<file path="src/adc_irq_pkg.sv">
// Purpose: shared constants for the converter event flag and enable registers
// Assumes: 16-bit register words, register port addressed by word offset
// Notes:   one place for every offset, bit position and reset value
package adc_irq_pkg;

	// ==========================================================
	// widths
	localparam int REG_W      = 16;
	localparam int FLAG_W     = 13;
	localparam int ADDR_W     = 8;
	localparam int NUM_COMP   = 4;
	localparam int FLAG_PAD_W = REG_W - FLAG_W;

	// ==========================================================
	// register offsets
	localparam logic [ADDR_W-1:0] ADDR_INTERRUPT_FLAGS = 8'h12;
	localparam logic [ADDR_W-1:0] ADDR_INTERRUPT_MASK  = 8'h13;

	// ==========================================================
	// flag and enable bit positions (same layout in both registers)
	localparam int BIT_CYCLE_DONE_FLAG       = 12;
	localparam int BIT_CONVERTER_FAULT_FLAG  = 11;
	localparam int BIT_FIELD_LOSS_FLAG       = 10;
	localparam int BIT_FRAME_ERROR_FLAG      = 9;
	localparam int BIT_CHECKSUM_ERROR_FLAG   = 8;
	localparam int BIT_COMPARATOR_RISE_LSB   = 4;
	localparam int BIT_COMPARATOR_FALL_LSB   = 0;

	// ==========================================================
	// reset values
	localparam logic [FLAG_W-1:0] FLAGS_RESET   = 13'h0000;
	localparam logic [FLAG_W-1:0] MASK_RESET    = 13'h0000;
	localparam logic [REG_W-1:0]  RDDATA_RESET  = 16'h0000;
	localparam logic [NUM_COMP-1:0] COMP_RESET  = 4'h0;

	// ==========================================================
	// address decode, used by the read and the write path
	function automatic logic isReg(
		input logic [ADDR_W-1:0] addr,
		input logic [ADDR_W-1:0] offset
	);
		return addr == offset;
	endfunction

endpackage

</file>
<file path="src/flag_bus_if.sv">
// Purpose: carries set, clear and state of the sticky flag bank
// Assumes: all signals on ref_clk
// Notes:   owner holds the flags, user drives the events
interface flag_bus_if;
	import adc_irq_pkg::*;

	logic [FLAG_W-1:0] setVec;
	logic              clrAll;
	logic [FLAG_W-1:0] flags;

	modport owner (
		input  setVec,
		input  clrAll,
		output flags
	);

	modport user (
		output setVec,
		output clrAll,
		input  flags
	);

endinterface

</file>
<file path="src/sticky_flag_bank.sv">
// Purpose: bank of sticky event flags, cleared all at once
// Assumes: set and clear are single-cycle strobes or levels on ref_clk
// Notes:   a set in the clearing cycle survives the clear
module sticky_flag_bank
	import adc_irq_pkg::*;
(
	input  wire logic ref_clk,
	input  wire logic srst,
	flag_bus_if.owner fb
);

	// ==========================================================
	// flag storage
	logic [FLAG_W-1:0] flags_r;
	logic [FLAG_W-1:0] flags_nxt;

	genvar gi;
	generate
		for (gi = 0; gi < FLAG_W; gi++) begin : gBit
			// set wins so an event during a read is never lost
			assign flags_nxt[gi] = fb.setVec[gi] |
				(flags_r[gi] & ~fb.clrAll);
		end
	endgenerate

	always_ff @(posedge ref_clk) begin
		if (srst) begin
			flags_r <= FLAGS_RESET;
		end else begin
			flags_r <= flags_nxt;
		end
	end

	assign fb.flags = flags_r;
endmodule // sticky_flag_bank

</file>
<file path="src/adc_event_interrupt_regs.sv">
// Purpose: event flags, enables and interrupt line of a four-channel
//          isolated converter, on the device register port
// Assumes: register port and all event inputs run on ref_clk
// Notes:   read data registered, one cycle after the read strobe
//
// Contract
// - a completed four-channel conversion cycle sets flag bit 12.
// - an out-of-range converter diagnostic sets flag bit 11.
// - a loss of field-side data sets flag bit 10.
// - a malformed serial frame sets flag bit 9 until a status read.
// - a serial CRC failure sets flag bit 8 until a status read.
// - a rise of comparator four..one sets flag bit 7..4.
// - a fall of comparator four..one sets flag bit 3..0.
// - any status read clears every flag not set in that same cycle, and all flags reset to zero.
// - enable bit 12 gates the conversion-cycle interrupt.
// - enable bit 11 gates the converter fault interrupt.
// - enable bit 10 gates the field loss interrupt.
// - enable bit 9 gates the frame error interrupt.
// - enable bit 8 gates the CRC error interrupt.
// - enable bits 7..5 gate the rises of comparators four..two.
// - enable bit 4 gates the rise of comparator one.
// - enable bits 3..0 gate the falls of comparators four..one.
module adc_event_interrupt_regs
	import adc_irq_pkg::*;
(
	input  wire logic                ref_clk,
	input  wire logic                srst,
	input  wire logic [ADDR_W-1:0]   regAddr,
	input  wire logic                regWrEn,
	input  wire logic                regRdEn,
	input  wire logic [REG_W-1:0]    regWrData,
	output logic      [REG_W-1:0]    regRdData,
	output logic                     regRdValid,
	input  wire logic                cycleDone,
	input  wire logic                convFault,
	input  wire logic                fieldLoss,
	input  wire logic                frameError,
	input  wire logic                checksumError,
	input  wire logic [NUM_COMP-1:0] thresholdOutputPin,
	output logic                     irqOut
);

	// ==========================================================
	// flag bank
	flag_bus_if flagBus ();

	sticky_flag_bank uFlagBank (
		.ref_clk (ref_clk),
		.srst    (srst),
		.fb      (flagBus)
	);

	logic [FLAG_W-1:0] flagsNow;
	assign flagsNow = flagBus.flags;

	// ==========================================================
	// register decode
	logic statusSel;
	logic maskSel;
	logic statusRead;
	logic maskWrite;

	assign statusSel  = isReg(regAddr, ADDR_INTERRUPT_FLAGS);
	assign maskSel    = isReg(regAddr, ADDR_INTERRUPT_MASK);
	assign statusRead = regRdEn & statusSel;
	// the status register ignores writes
	assign maskWrite  = regWrEn & maskSel;

	// ==========================================================
	// comparator edge detection
	logic [NUM_COMP-1:0] compPrev_r;
	logic                primed_r;
	logic [NUM_COMP-1:0] riseVec;
	logic [NUM_COMP-1:0] fallVec;

	// first cycle after reset has no history, so no edge is counted
	assign riseVec = primed_r ? (thresholdOutputPin & ~compPrev_r)
		: COMP_RESET;
	assign fallVec = primed_r ? (~thresholdOutputPin & compPrev_r)
		: COMP_RESET;

	always_ff @(posedge ref_clk) begin
		if (srst) begin
			compPrev_r <= COMP_RESET;
			primed_r   <= 1'b0;
		end else begin
			compPrev_r <= thresholdOutputPin;
			primed_r   <= 1'b1;
		end
	end

	// ==========================================================
	// event collection
	assign flagBus.setVec = {
		cycleDone,
		convFault,
		fieldLoss,
		frameError,
		checksumError,
		riseVec,
		fallVec
	};
	assign flagBus.clrAll = statusRead;

	// ==========================================================
	// enable register
	logic [FLAG_W-1:0] mask_r;
	logic [FLAG_W-1:0] mask_nxt;

	assign mask_nxt = maskWrite ? regWrData[FLAG_W-1:0] : mask_r;

	always_ff @(posedge ref_clk) begin
		if (srst) begin
			mask_r <= MASK_RESET;
		end else begin
			mask_r <= mask_nxt;
		end
	end

	// ==========================================================
	// read path
	logic [REG_W-1:0] rdData_r;
	logic [REG_W-1:0] rdData_nxt;
	logic [REG_W-1:0] rdMux;
	logic             rdValid_r;

	// unmapped offsets read as zero, upper bits always zero
	assign rdMux = statusSel ? {{FLAG_PAD_W{1'b0}}, flagsNow}
		: maskSel ? {{FLAG_PAD_W{1'b0}}, mask_r}
		: RDDATA_RESET;
	assign rdData_nxt = regRdEn ? rdMux : rdData_r;

	always_ff @(posedge ref_clk) begin
		if (srst) begin
			rdData_r  <= RDDATA_RESET;
			rdValid_r <= 1'b0;
		end else begin
			rdData_r  <= rdData_nxt;
			rdValid_r <= regRdEn;
		end
	end

	assign regRdData  = rdData_r;
	assign regRdValid = rdValid_r;

	// ==========================================================
	// interrupt line
	logic [FLAG_W-1:0] pending;
	logic              irq_r;

	assign pending = flagsNow & mask_r;

	// registered so the pin never glitches on a mask write
	always_ff @(posedge ref_clk) begin
		if (srst) begin
			irq_r <= 1'b0;
		end else begin
			irq_r <= |pending;
		end
	end

	assign irqOut = irq_r;
endmodule // adc_event_interrupt_regs

</file>
<file path="config.mk">
export PLATFORM = sky130hd
export DESIGN_NAME = adc_event_interrupt_regs
export DESIGN_NICKNAME = d
export VERILOG_FILES = /design/src/adc_irq_pkg.sv /design/src/flag_bus_if.sv /design/src/sticky_flag_bank.sv /design/src/adc_event_interrupt_regs.sv
export SDC_FILE = /design/constraint.sdc
export NUM_CORES = 1
export LEC_CHECK = 0
export BUFFER_PORTS_ARGS = -buffer_cell sky130_fd_sc_hd__buf_2
export CAP_MARGIN = 20
export CORE_UTILIZATION = 41
export DETAILED_ROUTE_END_ITERATION = 6
export GPL_TIMING_DRIVEN = 0
export PLACE_DENSITY = 0.66
export SYNTH_ARGS = -nofsm -noshare
export SYNTH_HDL_FRONTEND = slang
export SYNTH_SLANG_ARGS = --single-unit
</file>
<file path="constraint.sdc">
create_clock -name ref_clk -period 2.3 [get_ports ref_clk]
set_clock_uncertainty 0.15 [all_clocks]
set_input_delay 0.575 -clock ref_clk [delete_from_list [all_inputs] [get_ports ref_clk]]
set_output_delay 0.575 -clock ref_clk [all_outputs]
set_load 0.005 [all_outputs]
</file>
==> results.md <==
* Avg Inst Size Synth at 9.588 sq um
* # rows at 24
* Post-synthesis async set-or-reset flop share at 0%
* Slowest stage cell, crit path: nor4b_4
* Clock root cell: clkbuf_8
* Count leader, synth: dfxtp_1
* Share of layout cells above drive strength 1 at 25.90%
* Fin. max-slew vios at 0
* Fin nets at 287
* Crit path arrival time at 1870 ps
* Final period utilization at 78.05%
* Worst-path fanout max at 10
* Worst-margin pin slew at 670.3 ps
* Reg2reg path depth at 3
* Dpl cells at 295
* Top cell type's share of synthesized area at 49.00%
* Post-synthesis sequential area ratio at 49.00%
* Synth cell types at 33
* Hold WS at 301.2 ps
* Setup TNS at 0 ps
* Ranking of synthesized cells by area: dfxtp_1, mux2i_1, nand2_1, a32o_1, nor2_1
* H-tree Lvls at 2
* Slowest stage delay, CP at 440 ps
* #FFs+latches synth at 46
* Initial core utilization at 42.87%
* Startpoint Class: primary input
* CTS resizes at 0
* Family with the most delay on the worst path: simple AND/OR/NAND/NOR gates
* Clk_lat worst skew at 300 ps
* Commonest cells post-synth: dfxtp_1, nand2_1, mux2i_1
* Initial antenna violation count at 0
* Drt wl/cell at 13.42 microns
* Post-CTS setup repair buffer count at 0
* Register area at 920.9 sq um
* Die width at 69.70 microns
* Placer Congestion at 0.8114
* DRC violations left at 0
* Hold Path Depth at 2
* Vias at 1512
* All-Layer GR Usage at 18.07%
* CTS tree: built
* First-pass GRT wire length at 6762 microns
* Synth warnings at 0
* Placed cell area at 2177 sq um
* GR Util met3 at 5.523%
* Mapped cell area at 1879 sq um
* Vias in the first global route at 1362
* Hold Path End: regRdData[5]$_SDFFE_PP0P_
* Status: completed
* Total iterations of the first detailed-routing run at 5
* Port Buf Inserts at 45
* Post-DP HPWL at 2973 microns
* Maxcap violations at 0
* Final hold vios at 0
* Total grt overflow at 0
* Met2 usage at 27.62%
* Post-route cell area at 2283 sq um
* Slew HR at 55.15%
* Syn Inst Count at 196
* Pin count of the biggest net entering global routing at 14
* CTS clk-pin slew, worst paths at 80 ps
* CP startpoint: regAddr[7]
* Endpoints failing setup at 0
* Total design power at 0.001535 W
* Power per Cell Area at 672.2 nW/um^2
* Final wirelength at 4066 microns
* Core area at 4384 sq um
* Iteration-0 DRC Markers at 51
* Min-Delay Startpoint: regRdData[5]$_SDFFE_PP0P_
* Worst hold path class: register to register
* RSZ-0062 raised after global routing: no
* # diodes at 0
* CTS Sinks at 46
* Worst VDD drop at 0.4215 mV
* Leak at 0.9685 nW
* Multi-input gate area at 840.8 sq um
* Routed Antenna Nets at 0
* Worst r2r dst: irqOut$_SDFF_PP0_
* Kind of critical path: primary input to register
* Fmax at 0.5571 GHz
* Area delta synth->final at 21.50%
* Die Area at 4858 sq um
* Worst Path Buf+Inv at 3
* IO Pins at 55
* Reg-to-reg slack, setup at 1020 ps
* Cell Chain, Critical Path: buf_2 -> nor4b_4 -> and4_1 -> buf_6 -> buf_12 -> mux2i_1
* Ys flop type: dfxtp_1
* Clk buf depth at 2
* Height of the die at 69.70 microns
* Fin cells at 303
* Fillers at 424
* Vias per cell at 4.990
* Total CTS buffers at 5
* Final worst path period need at 1795 ps
* R2r startpoint: uFlagBank.fb.flags[10]$_SDFF_PP0_
* Met1 usage at 24.59%
* CP Data Required Time at 2370 ps
* Busiest grt layer: met2
* Number of synthesized flops with an enable pin at 0
* CP endpoint kind: register
* Cell taking the most area after synthesis: dfxtp_1
* CTS Hold Buffers Added at 0
[power by group]
part / internal, W / switching (W) / leakage (nW)
clock: 0.000325 / 0.000263 / 0.0524
sequential: 0.000816 / 0.0000156 / 0.375
combinational: 0.0000538 / 0.0000616 / 0.541
[per-layer routing]
layer / share of wire (%) / vias to the layer above
met5: 0 / -
met2: 45 / 38
met4: 0.59 / 0
met1: 50 / 688
li1: - / 784
met3: 4.4 / 2
[registers in the layout, indices dropped and copies added, names as in the netlist]
| signal | flops |
|---|---|
| compPrev_r | 4 |
| regRdValid | 1 |
| mask_r | 13 |
| uFlagBank.fb.flags | 13 |
| primed_r | 1 |
| regRdData | 13 |
| irqOut | 1 |
[layout make-up]
class | instances | area share [%]
buffer | 13 | 3.836
clock buffer | 7 | 3.342
clock inverter | 1 | 1.315
inverter | 10 | 1.644
multi-input combinational | 129 | 36.82
sequential | 46 | 40.33
tap | 52 | 2.849
timing repair buffer | 45 | 9.863
[how the worst max path moves through the flow]
stage,endpoint,slack [ps],cells after the start
after detailed placement,mask_r[2]$_SDFFE_PP0P_,200,6
final,mask_r[2]$_SDFFE_PP0P_,500,6
after global placement,mask_r[5]$_SDFFE_PP0P_,230,6
after CTS,mask_r[2]$_SDFFE_PP0P_,510,6
after floorplan,mask_r[10]$_SDFFE_PP0P_,470,5
after global routing,mask_r[2]$_SDFFE_PP0P_,430,6
[worst min-delay path, delay by kind of cell, from the launching register on]
kind             cells  cell delay (ps)
AO/OA/AOI/OAI        1               50
flip-flops           1              330
AND/OR/NAND/NOR      1               40
[cells in the final DEF, fill, tap and decap left out, types with 2 or more instances in the layout]
master	n
buf_2	48
dfxtp_1	46
nand2_1	36
mux2i_1	23
nor2_1	15
o21ai_0	10
inv_1	9
a32o_1	8
clkbuf_1	5
a211oi_1	5
clkbuf_8	5
nand2b_1	4
a22oi_1	3
mux2_2	3
nand4_1	3
a21oi_1	3
buf_4	3
conb_1	3
buf_1	2
nor2b_1	2
[metrics by stage]
| stage | util, % | setup slack (ps) |
|---|---|---|
| finish | 52.08 | 504.8 |
| global route | 52.08 | 425.4 |
| CTS | 52.08 | 506.1 |
| detailed placement | 49.66 | 202.4 |
| global placement | 49.66 | 233.6 |
| floorplan | - | 471.7 |
[cells by family after synthesis]
kind of cell,count (synthesis),share of synthesized area (%)
DFF,46,49.00
and+or+nand+nor,66,16.51
muxes,26,14.05
buffers and inverters,23,6.657
AOI/OAI and AO/OA,34,13.58
other,1,0.1995
(Power assumes the default switching activity.)
